--- src/rtl/pucr_pkg.sv ---
/*
 * Package for the power stage update, fractional and retrigger block:
 * register map, field positions, reset values, mode codes, carrier types.
 * Assumes a 32-bit Avalon-MM slave port with word addresses in bytes.
 */
package pucr_pkg;

	// ----------------------------------------------------------------
	// Register offsets (byte addresses)
	// ----------------------------------------------------------------
	localparam logic [5:0] OFS_CONTROL  = 6'h00;
	localparam logic [5:0] OFS_SET_A    = 6'h04;
	localparam logic [5:0] OFS_RESET_A  = 6'h08;
	localparam logic [5:0] OFS_SET_B    = 6'h0C;
	localparam logic [5:0] OFS_RESET_B  = 6'h10;
	localparam logic [5:0] OFS_OUT_CFG  = 6'h14;
	localparam logic [5:0] OFS_MATRIX   = 6'h18;
	localparam logic [5:0] OFS_INPUT_A  = 6'h1C;
	localparam logic [5:0] OFS_INPUT_B  = 6'h20;
	localparam logic [5:0] OFS_STATUS   = 6'h24;

	// ----------------------------------------------------------------
	// Control register fields
	// ----------------------------------------------------------------
	localparam int CTL_RUN_BIT     = 0;
	localparam int CTL_HOLD_BIT    = 1;
	localparam int CTL_AUTO_BIT    = 2;
	localparam int CTL_ENH_BIT     = 3;
	localparam int CTL_MODE_LSB    = 4;
	localparam int CTL_MODE_W      = 2;

	// ----------------------------------------------------------------
	// Input control register fields
	// ----------------------------------------------------------------
	localparam int INP_MODE_LSB    = 0;
	localparam int INP_MODE_W      = 4;
	localparam int INP_POL_BIT     = 4;
	localparam int INP_SRC_BIT     = 5;

	// ----------------------------------------------------------------
	// Widths and reset values
	// ----------------------------------------------------------------
	localparam int CNT_W           = 12;
	localparam int FRAC_W          = 4;
	localparam int CMP_W           = 16;
	localparam int CFG_W           = 8;
	localparam logic [CMP_W-1:0] CMP_RESET = 16'h0000;
	localparam logic [CFG_W-1:0] CFG_RESET = 8'h00;
	localparam logic [31:0] UNMAPPED_READ  = 32'h0000_0000;

	// ----------------------------------------------------------------
	// Input mode codes
	// ----------------------------------------------------------------
	localparam logic [3:0] INMODE_NONE  = 4'h0;
	localparam logic [3:0] INMODE_LEVEL = 4'h1;
	localparam logic [3:0] INMODE_EDGE  = 4'h8;

	// Ramp modes
	typedef enum logic [1:0] {
		RAMP_ONE    = 2'h0,
		RAMP_TWO    = 2'h1,
		RAMP_FOUR   = 2'h2,
		RAMP_CENTER = 2'h3
	} pucr_ramp_type;

	// One working or pending value set
	typedef struct packed {
		logic [CMP_W-1:0] set_a;
		logic [CMP_W-1:0] reset_a;
		logic [CMP_W-1:0] set_b;
		logic [CMP_W-1:0] reset_b;
		logic [CFG_W-1:0] out_cfg;
		logic [CFG_W-1:0] matrix;
	} pucr_set_type;

	// Input control value
	typedef struct packed {
		logic             src_pin;
		logic             pol_high;
		logic [3:0]       mode;
	} pucr_inctl_type;

endpackage : pucr_pkg

--- src/rtl/pucr_core.sv ---
/*
 * Power stage update, fractional resolution and retrigger core.
 * Assumes synchronous trigger and comparator inputs and an Avalon-MM master
 * that holds its request until waitrequest is low.
 */
`timescale 1ns/100ps

module pucr_core
	import pucr_pkg::*;
(
	input  wire logic        clk_sys_in,
	input  wire logic        reset_n_in,
	input  wire logic [5:0]  avs_address_in,
	input  wire logic        avs_read_in,
	input  wire logic        avs_write_in,
	input  wire logic [31:0] avs_writedata_in,
	input  wire logic [3:0]  avs_byteenable_in,
	output logic      [31:0] avs_readdata_out,
	output logic             avs_waitrequest_out,
	input  wire logic        external_trigger_pin_in,
	input  wire logic        comparator_a_in,
	input  wire logic        comparator_b_in,
	output logic             drive_out_a_out,
	output logic             drive_out_b_out
);

	// ----------------------------------------------------------------
	// Phase machine
	// ----------------------------------------------------------------
	typedef enum logic [3:0] {
		PH_DT0 = 4'b0001,
		PH_OT0 = 4'b0010,
		PH_DT1 = 4'b0100,
		PH_OT1 = 4'b1000
	} pucr_phase_type;

	// Lengthened-cycle pattern: bit-reverse of position below d
	function automatic logic frac_hit(input logic [3:0] pos, input logic [3:0] d);
		logic [3:0] rev;
		rev = {pos[0], pos[1], pos[2], pos[3]};
		frac_hit = (rev < d);
	endfunction : frac_hit

	function automatic logic [CMP_W-1:0] merge(input logic [CMP_W-1:0] old,
		input logic [31:0] wd, input logic [3:0] be);
		merge = {be[1] ? wd[15:8] : old[15:8], be[0] ? wd[7:0] : old[7:0]};
	endfunction : merge

	// ----------------------------------------------------------------
	// Registers
	// ----------------------------------------------------------------
	logic           run_reg;
	logic           hold_reg;
	logic           auto_req_reg;
	logic           auto_act_reg;
	logic           enh_reg;
	pucr_ramp_type  ramp_reg;
	pucr_set_type   pend_reg;
	pucr_set_type   work_reg;
	pucr_inctl_type inctl_a_reg;
	pucr_inctl_type inctl_b_reg;
	logic           rb_last_reg;
	logic           dirty_reg;
	logic           wait_reg;
	logic [31:0]    rdata_reg;
	pucr_phase_type phase_reg;
	logic [12:0]    cnt_reg;
	logic [3:0]     frame_reg;
	logic [3:0]     frac_reg;
	logic           in_a_prev_reg;
	logic           in_b_prev_reg;
	logic           out_a_reg;
	logic           out_b_reg;
	logic           run_prev_reg;

	// ----------------------------------------------------------------
	// Bus decode
	// ----------------------------------------------------------------
	wire logic access    = (avs_read_in | avs_write_in) & wait_reg;
	wire logic wr_take   = avs_write_in & ~wait_reg;
	wire logic rd_take   = avs_read_in & ~wait_reg;
	wire logic sel_ctl   = avs_address_in == OFS_CONTROL;
	wire logic sel_sa    = avs_address_in == OFS_SET_A;
	wire logic sel_ra    = avs_address_in == OFS_RESET_A;
	wire logic sel_sb    = avs_address_in == OFS_SET_B;
	wire logic sel_rb    = avs_address_in == OFS_RESET_B;
	wire logic sel_oc    = avs_address_in == OFS_OUT_CFG;
	wire logic sel_mx    = avs_address_in == OFS_MATRIX;
	wire logic sel_ia    = avs_address_in == OFS_INPUT_A;
	wire logic sel_ib    = avs_address_in == OFS_INPUT_B;
	wire logic sel_st    = avs_address_in == OFS_STATUS;
	wire logic wr_ctl    = wr_take & sel_ctl & avs_byteenable_in[0];

	// Timing values from the working set
	wire logic [11:0] ot0 = work_reg.reset_a[CNT_W-1:0];
	wire logic [11:0] dt0 = work_reg.set_a[CNT_W-1:0];
	wire logic [11:0] ot1 = work_reg.reset_b[CNT_W-1:0];
	wire logic [11:0] dt1 = work_reg.set_b[CNT_W-1:0];

	// ----------------------------------------------------------------
	// Input units
	// ----------------------------------------------------------------
	// input A source select
	wire logic raw_a   = inctl_a_reg.src_pin ? external_trigger_pin_in : comparator_a_in;
	wire logic raw_b   = inctl_b_reg.src_pin ? external_trigger_pin_in : comparator_b_in;
	wire logic lvl_a   = raw_a ~^ inctl_a_reg.pol_high;
	wire logic lvl_b   = raw_b ~^ inctl_b_reg.pol_high;
	wire logic edge_a  = (inctl_a_reg.mode == INMODE_EDGE) & lvl_a & ~in_a_prev_reg;
	wire logic edge_b  = (inctl_b_reg.mode == INMODE_EDGE) & lvl_b & ~in_b_prev_reg;
	wire logic level_a = (inctl_a_reg.mode == INMODE_LEVEL) & lvl_a;
	wire logic level_b = (inctl_b_reg.mode == INMODE_LEVEL) & lvl_b;
	wire logic in_a_phase = (phase_reg == PH_DT0) | (phase_reg == PH_OT0);
	wire logic in_b_phase = (phase_reg == PH_DT1) | (phase_reg == PH_OT1);
	wire logic one_ramp   = ramp_reg == RAMP_ONE;
	wire logic trig_ok    = run_reg & (ramp_reg != RAMP_CENTER);
	wire logic trig_a     = trig_ok & (edge_a | level_a) & (in_a_phase | one_ramp);
	wire logic trig_b     = trig_ok & (edge_b | level_b) & (in_b_phase | one_ramp);

	// ----------------------------------------------------------------
	// Cycle sequencing
	// ----------------------------------------------------------------
	// extra count on part A
	wire logic       stretch   = enh_reg & frac_hit(frame_reg, frac_reg);
	wire logic [12:0] ot0_len  = {1'b0, ot0} + {12'h000, stretch};
	wire logic [12:0] cur_len  = (phase_reg == PH_DT0) ? {1'b0, dt0} :
	                             (phase_reg == PH_OT0) ? ot0_len :
	                             (phase_reg == PH_DT1) ? {1'b0, dt1} : {1'b0, ot1};
	wire logic       ph_done   = (cnt_reg + 13'h0001) >= cur_len;
	wire logic       cyc_end   = run_reg & ph_done & (phase_reg == PH_OT1);
	wire logic       commit_ok = auto_act_reg ? rb_last_reg : ~hold_reg;
	wire logic       start     = run_reg & ~run_prev_reg;
	wire logic       commit    = dirty_reg & commit_ok & (cyc_end | start | ~run_reg);

	pucr_phase_type phase_next;
	always_comb begin
		unique case (phase_reg)
			PH_DT0: phase_next = PH_OT0;
			PH_OT0: phase_next = PH_DT1;
			PH_DT1: phase_next = PH_OT1;
			PH_OT1: phase_next = PH_DT0;
			default: phase_next = PH_DT0;
		endcase
	end

	// ----------------------------------------------------------------
	// Bus slave: one wait cycle, then answer
	// ----------------------------------------------------------------
	always_ff @(posedge clk_sys_in or negedge reset_n_in) begin
		if (!reset_n_in) begin
			wait_reg <= 1'b1;
		end else begin
			wait_reg <= ~access;
		end
	end

	always_ff @(posedge clk_sys_in or negedge reset_n_in) begin
		if (!reset_n_in) begin
			rdata_reg <= UNMAPPED_READ;
		end else if (rd_take) begin
			rdata_reg <= UNMAPPED_READ;
		end else if (access & avs_read_in) begin
			rdata_reg <= sel_ctl ? {24'h000000, 2'b00, ramp_reg, enh_reg, auto_req_reg,
			                        hold_reg, run_reg} :
			             sel_sa  ? {16'h0000, pend_reg.set_a} :
			             sel_ra  ? {16'h0000, pend_reg.reset_a} :
			             sel_sb  ? {16'h0000, pend_reg.set_b} :
			             sel_rb  ? {16'h0000, pend_reg.reset_b} :
			             sel_oc  ? {24'h000000, pend_reg.out_cfg} :
			             sel_mx  ? {24'h000000, pend_reg.matrix} :
			             sel_ia  ? {26'h0000000, inctl_a_reg} :
			             sel_ib  ? {26'h0000000, inctl_b_reg} :
			             sel_st  ? {20'h00000, frame_reg, phase_reg, 1'b0, auto_act_reg,
			                        rb_last_reg, dirty_reg} : UNMAPPED_READ;
		end
	end

	// ----------------------------------------------------------------
	// Control and pending registers
	// ----------------------------------------------------------------
	// software loads pending set
	always_ff @(posedge clk_sys_in or negedge reset_n_in) begin
		if (!reset_n_in) begin
			run_reg      <= 1'b0;
			hold_reg     <= 1'b0;
			auto_req_reg <= 1'b0;
			enh_reg      <= 1'b0;
			ramp_reg     <= RAMP_ONE;
			pend_reg     <= '{CMP_RESET, CMP_RESET, CMP_RESET, CMP_RESET, CFG_RESET, CFG_RESET};
			inctl_a_reg  <= '0;
			inctl_b_reg  <= '0;
		end else if (wr_take) begin
			if (wr_ctl) begin
				run_reg      <= avs_writedata_in[CTL_RUN_BIT];
				hold_reg     <= avs_writedata_in[CTL_HOLD_BIT];
				auto_req_reg <= avs_writedata_in[CTL_AUTO_BIT];
				enh_reg      <= avs_writedata_in[CTL_ENH_BIT];
				ramp_reg     <= pucr_ramp_type'(avs_writedata_in[CTL_MODE_LSB +: CTL_MODE_W]);
			end
			if (sel_sa) pend_reg.set_a   <= merge(pend_reg.set_a, avs_writedata_in, avs_byteenable_in);
			if (sel_ra) pend_reg.reset_a <= merge(pend_reg.reset_a, avs_writedata_in, avs_byteenable_in);
			if (sel_sb) pend_reg.set_b   <= merge(pend_reg.set_b, avs_writedata_in, avs_byteenable_in);
			if (sel_rb) pend_reg.reset_b <= merge(pend_reg.reset_b, avs_writedata_in, avs_byteenable_in);
			if (sel_oc & avs_byteenable_in[0]) pend_reg.out_cfg <= avs_writedata_in[7:0];
			if (sel_mx & avs_byteenable_in[0]) pend_reg.matrix  <= avs_writedata_in[7:0];
			if (sel_ia & avs_byteenable_in[0]) inctl_a_reg <= avs_writedata_in[5:0];
			if (sel_ib & avs_byteenable_in[0]) inctl_b_reg <= avs_writedata_in[5:0];
		end
	end

	// Write-tracking: a new write wins over a same-cycle commit
	wire logic wr_pend = wr_take & (sel_sa | sel_ra | sel_sb | sel_rb | sel_oc | sel_mx);

	always_ff @(posedge clk_sys_in or negedge reset_n_in) begin
		if (!reset_n_in) begin
			dirty_reg   <= 1'b0;
			rb_last_reg <= 1'b0;
		end else begin
			dirty_reg   <= wr_pend | (dirty_reg & ~commit);
			rb_last_reg <= wr_pend ? sel_rb : (rb_last_reg & ~commit);
		end
	end

	// ----------------------------------------------------------------
	// Working set, auto-commit latch, frame counter
	// ----------------------------------------------------------------
	always_ff @(posedge clk_sys_in or negedge reset_n_in) begin
		if (!reset_n_in) begin
			work_reg     <= '{CMP_RESET, CMP_RESET, CMP_RESET, CMP_RESET, CFG_RESET, CFG_RESET};
			auto_act_reg <= 1'b0;
			frame_reg    <= 4'h0;
			frac_reg     <= 4'h0;
			run_prev_reg <= 1'b0;
		end else begin
			run_prev_reg <= run_reg;
			if (commit) begin
				work_reg <= pend_reg;
				frac_reg <= pend_reg.reset_b[CMP_W-1 -: FRAC_W];
			end
			if (cyc_end | ~run_reg) auto_act_reg <= auto_req_reg;
			if (~run_reg) frame_reg <= 4'h0;
			else if (cyc_end) frame_reg <= frame_reg + 4'h1;
		end
	end

	// ----------------------------------------------------------------
	// Counter, phases and outputs
	// ----------------------------------------------------------------
	always_ff @(posedge clk_sys_in or negedge reset_n_in) begin
		if (!reset_n_in) begin
			phase_reg     <= PH_DT0;
			cnt_reg       <= 13'h0000;
			in_a_prev_reg <= 1'b0;
			in_b_prev_reg <= 1'b0;
		end else begin
			in_a_prev_reg <= lvl_a;
			in_b_prev_reg <= lvl_b;
			if (~run_reg | start) begin
				phase_reg <= PH_DT0;
				cnt_reg   <= 13'h0000;
			end else if (one_ramp & (trig_a | trig_b)) begin
				phase_reg <= PH_DT0;
				cnt_reg   <= 13'h0000;
			end else if ((trig_a & in_a_phase) | (trig_b & in_b_phase)) begin
				phase_reg <= in_a_phase ? PH_DT1 : PH_DT0;
				cnt_reg   <= 13'h0000;
			end else if (ph_done) begin
				phase_reg <= phase_next;
				cnt_reg   <= 13'h0000;
			end else begin
				cnt_reg <= cnt_reg + 13'h0001;
			end
		end
	end

	always_ff @(posedge clk_sys_in or negedge reset_n_in) begin
		if (!reset_n_in) begin
			out_a_reg <= 1'b0;
			out_b_reg <= 1'b0;
		end else begin
			out_a_reg <= run_reg & (phase_next == PH_OT0) & ph_done & ~trig_a & ~start;
			out_b_reg <= run_reg & (phase_next == PH_OT1) & ph_done & ~trig_b & ~start;
			if (run_reg & ~ph_done & ~start) begin
				out_a_reg <= (phase_reg == PH_OT0) & ~trig_a;
				out_b_reg <= (phase_reg == PH_OT1) & ~trig_b;
			end
		end
	end

	assign avs_readdata_out    = rdata_reg;
	assign avs_waitrequest_out = wait_reg;
	assign drive_out_a_out     = out_a_reg;
	assign drive_out_b_out     = out_b_reg;

endmodule : pucr_core

--- config.mk ---
export PLATFORM = sky130hd
export DESIGN_NAME = pucr_core
export DESIGN_NICKNAME = d
export VERILOG_FILES = /design/src/rtl/pucr_pkg.sv /design/src/rtl/pucr_core.sv
export SDC_FILE = /design/constraint.sdc
export NUM_CORES = 1
export LEC_CHECK = 0
export BUFFER_PORTS_ARGS = -buffer_cell sky130_fd_sc_hd__buf_2
export CELL_PAD_IN_SITES_DETAIL_PLACEMENT = 1
export CELL_PAD_IN_SITES_GLOBAL_PLACEMENT = 1
export CORE_MARGIN = 3
export CORE_UTILIZATION = 38
export DETAILED_ROUTE_END_ITERATION = 8
export PLACE_DENSITY = 0.73
export SYNTH_ARGS = -nofsm -noshare
export SYNTH_HDL_FRONTEND = slang
export SYNTH_SLANG_ARGS = --single-unit
--- constraint.sdc ---
create_clock -name clk_sys_in -period 7.9 [get_ports clk_sys_in]
set_clock_uncertainty 0.1 [all_clocks]
set_input_delay 0.395 -clock clk_sys_in [delete_from_list [all_inputs] [get_ports clk_sys_in]]
set_output_delay 0.395 -clock clk_sys_in [all_outputs]
set_load 0.02 [all_outputs]
==> flow_results.org <==
** Die
- Die Outline Area :: ~27,000 um2
- Area of the core region :: around 24,000 um2
- Measured along the x axis, the die boundary spans roughly 160 um.
- Row generation in the floorplan step produced between 50 and 60 rows.
- The initial utilization of the core area, before any placement, comes to 0.388.
- Top-level port count :: 84
- Die Ht :: around 160 um

** Place
- Post-DP HPWL :: 17.6 mm
- At the end of routability-driven placement, the weighted congestion stood at just over 0.8.
- Placed Area :: between 10,000 and 15,000 um2
- Count of input and output buffers :: 49

** Logic synthesis
- The share of the Yosys chip area taken by registers is 0.519.
- In this run, synthesis inferred 0 flip-flops with an integrated enable.
- Most frequently used flop master after synthesis :: sky130_fd_sc_hd__dfrtp_1
- Post-synthesis instance area :: roughly 9500 um2
- Share of the synthesized area in the top cell type :: 0.513
- Average footprint of a synthesized cell :: about 12 um2
- Ranked by total cell area, the synthesized netlist is headed by sky130_fd_sc_hd__dfrtp_1, sky130_fd_sc_hd__mux2_2, sky130_fd_sc_hd__ha_1, sky130_fd_sc_hd__a21oi_1, sky130_fd_sc_hd__mux2i_1.
- Share of async-settable or async-resettable flops after synthesis :: 1.00
- In the synthesized netlist, the cells that appear most often are sky130_fd_sc_hd__dfrtp_1, sky130_fd_sc_hd__mux2_2, sky130_fd_sc_hd__nand2_1.
- Top cell type by total area after synthesis :: sky130_fd_sc_hd__dfrtp_1
- In this run, distinct cell masters in the synthesized netlist total 59.
- After technology mapping, the gate count stands at slightly below 800.
- FF+latch count, synth :: a little under 200
- Number of synthesis warnings :: 0
- Most common cell in the netlist :: sky130_fd_sc_hd__dfrtp_1

** Clock tree
- CTS tree :: done
- The H-tree generated during clock tree synthesis spans 4 levels.
- Reg clk slew, reported paths :: 0.07 ns
- Clock latency on the worst-skew pair :: around 0.44 ns
- Number of clock sinks seen by CTS :: a little under 200
- Number of buffers added by the clock tree synthesis step :: 17
- Number of setup buffers added after CTS :: 0
- No sink is reached through more buffers than the 2 on the longest clock path.
- The root buffer cell chosen for the clock tree is sky130_fd_sc_hd__clkbuf_16.
- Hold-fix buffer count after cts :: 0
- Once the clock tree was built, the resizer swapped 0 gates to a different size.

** STA
- Number of hold-slack violations in the final timing report :: 6
- The worst path in the final design needs a cycle of around 5.5 ns, including I/O delays and setup.
- The number of slew-limit violations in the final report is 0.
- Worst Hold Slack :: -0.0175 ns
- Setup_tns :: 0 ns
- Static timing analysis puts the maximum clock frequency at approximately 180 MHz.
- For the pin with the worst max-slew slack, the measured transition is between 1 and 1.5 ns.
- Setup-failing EPs final :: 0
- Setup repair after global routing left no endpoint under its margin.
- Slew HR :: 0.298
- Final critical-path share of the clock period :: 0.701

** Cells and area
- The register with the most flip-flops in the layout has 80 of them.
- Final-stage net count :: approximately 900
- In the final layout, the share of cells above drive strength 1 is 0.297.
- Fill cell total of the finished layout :: approximately 2,600
- Area grow syn2layout :: 12.0%
- Non-Filler Cell Area, Final :: around 11,000 um2
- The repair_antennas step left the layout with diodes totalling 0.

** GRT
- Entering global routing, the biggest net connects 116 pins.
- Number of antenna violations at the first check in global routing :: 0
- Global router's overall resource usage :: 0.192
- Wire length of the first global-routing pass :: between 30 and 40 mm
- Leftover overflow at the end of global routing :: 0
- The via count of the first global-routing pass came to 6,942.

** Detailed routing
- Post-DR vias/cell :: 5.57
- Length of the first detailed-routing pass in iterations :: 5
- Dividing the detail-routed wire length by the instance count gives around 21 um.
- In the routed design, unresolved DRC markers number 0.
- For this block, the via count after detailed routing is 6,515.
- For this block, the initial DRC count from the detailed router was between 400 and 500.
- Wires add up to roughly 25 mm.
- The count of nets left with antenna violations once routing finished came out at 0.

** Critical path
- STA puts the critical path data arrival time at 5.76 ns.
- Slack of the worst reg-to-reg path :: between 2 and 2.5 ns
- The critical path in this run is classified as flop to flop.
- Element type at the critical path start :: flop
- For this run, the slowest stage of the critical path takes 0.60 ns.
- The signal on the critical path passes through ha_1 > a21oi_1 > nor2b_1 > o21ai_0 > and3b_1 > ha_1 > and2_1 > nand2_1 > xnor2_1 > nor2_1 > a211oi_1 > a21oi_1 > ha_1 > a21o_1 > a21oi_1 > o21ai_1 > a211oi_4 > nor2_2 > o211ai_4 > buf_4 > mux2_2.
- The worst setup path is captured at a flop.
- Maximum net fanout on the critical path :: 52
- Worst EP required :: roughly 8.1 ns
- The slowest stage of the critical path is the sky130_fd_sc_hd__buf_4 cell.

** Power
- VDD IR-drop max :: roughly 0.15 mV
- For this design the ratio of total power to cell area is roughly 230 nW/um2.
- For this design the static power due to leakage is 5.12 nW.

** Status
- Violations in the final reports :: negative hold slack
- The run finished, with violations left.

** Worst hold path
- Class of the worst hold path :: input port to async pin

** Flow run
- Max_cap viols :: 0
[through the flow]
stage / power, mW / worst slack (ns) / instances / utilization
global placement: 1.52 / 2.43 / 1138 / 0.410
CTS: 2.41 / 2.27 / 1169 / 0.434
global route: 2.50 / 1.91 / 1169 / 0.434
finish: 2.39 / 2.36 / 1169 / 0.434
detailed placement: 1.54 / 2.32 / 1138 / 0.410
floorplan: 1.42 / 3.70 / 799 / -
[critical path: cells and delay by family (launching register included)]
| kind | cells | cell delay (ns) |
|---|---|---|
| AOI/OAI and AO/OA | 9 | 1.93 |
| and+or+nand+nor | 6 | 0.95 |
| adders and majority gates | 3 | 0.80 |
| buffers and inverters | 1 | 0.60 |
| DFF | 1 | 0.44 |
| muxes | 1 | 0.42 |
| xor gates and xnor gates | 1 | 0.14 |
[area by class of cell]
class / count / area, um2 / area share
clock inverters: 12 / 148 / 0.0139
clock buffers: 19 / 443 / 0.0418
well taps: 324 / 405 / 0.0383
inverters: 12 / 45.0 / 0.00425
repair buffers: 56 / 307 / 0.0289
multi-input cells: 550 / 4340 / 0.410
flip-flops and latches: 196 / 4910 / 0.463
[cell usage in the layout (no fill, tap or decap), types with 16 or more instances in the layout]
master                      count
sky130_fd_sc_hd__a21oi_1       38
sky130_fd_sc_hd__dfrtp_1      194
sky130_fd_sc_hd__buf_2         48
sky130_fd_sc_hd__mux2i_1       18
sky130_fd_sc_hd__ha_1          20
sky130_fd_sc_hd__nor2_1        40
sky130_fd_sc_hd__nand3_1       25
sky130_fd_sc_hd__nand2_1       48
sky130_fd_sc_hd__conb_1        16
sky130_fd_sc_hd__mux2_2       149
sky130_fd_sc_hd__clkbuf_16     17
[power breakdown]
group / switching, mW / internal [mW]
clock: 0.398 / 0.481
sequential: 0.0646 / 1.09
combinational: 0.202 / 0.157
total: 0.665 / 1.73
[path summary, 6_finish.rpt]
check | startpoint | to | depth (start not counted)
min in group clk_sys_in | avs_write_in | avs_waitrequest_out | 2
max reg2reg | frame_reg[2] | ot1[8] | 21
max in group asynchronous | reset_n_in | ot0[4] | 2
max | frame_reg[2] | ot1[8] | 21
min reg2reg | avs_readdata_out[9] | avs_readdata_out[9] | 1
min | reset_n_in | pend_reg[77] | 1
[logic make-up (layout without fill, tap and decap cells)]
logic type | Yosys count | count (layout) | share of synthesized area
xor gates and xnor gates | 22 | 22 | 0.0204
DFF | 196 | 196 | 0.519
muxes | 172 | 172 | 0.202
adders and majority gates | 20 | 20 | 0.0265
and+or+nand+nor | 176 | 176 | 0.0918
buffers and inverters | 53 | 99 | 0.0299
AOI/OAI and AO/OA | 144 | 144 | 0.110
other | 1 | 16 | 0.000397
[metal layers]
metal	share of wire	wire length (um)	vias up	global-route usage
met4	0.022	545	0	0.0600
met2	0.49	12100	143	0.322
met5	0	0	-	0
met1	0.45	11000	3374	0.254
met3	0.038	926	37	0.0356
li1	-	-	2961	-
(Power assumes the default switching activity.)
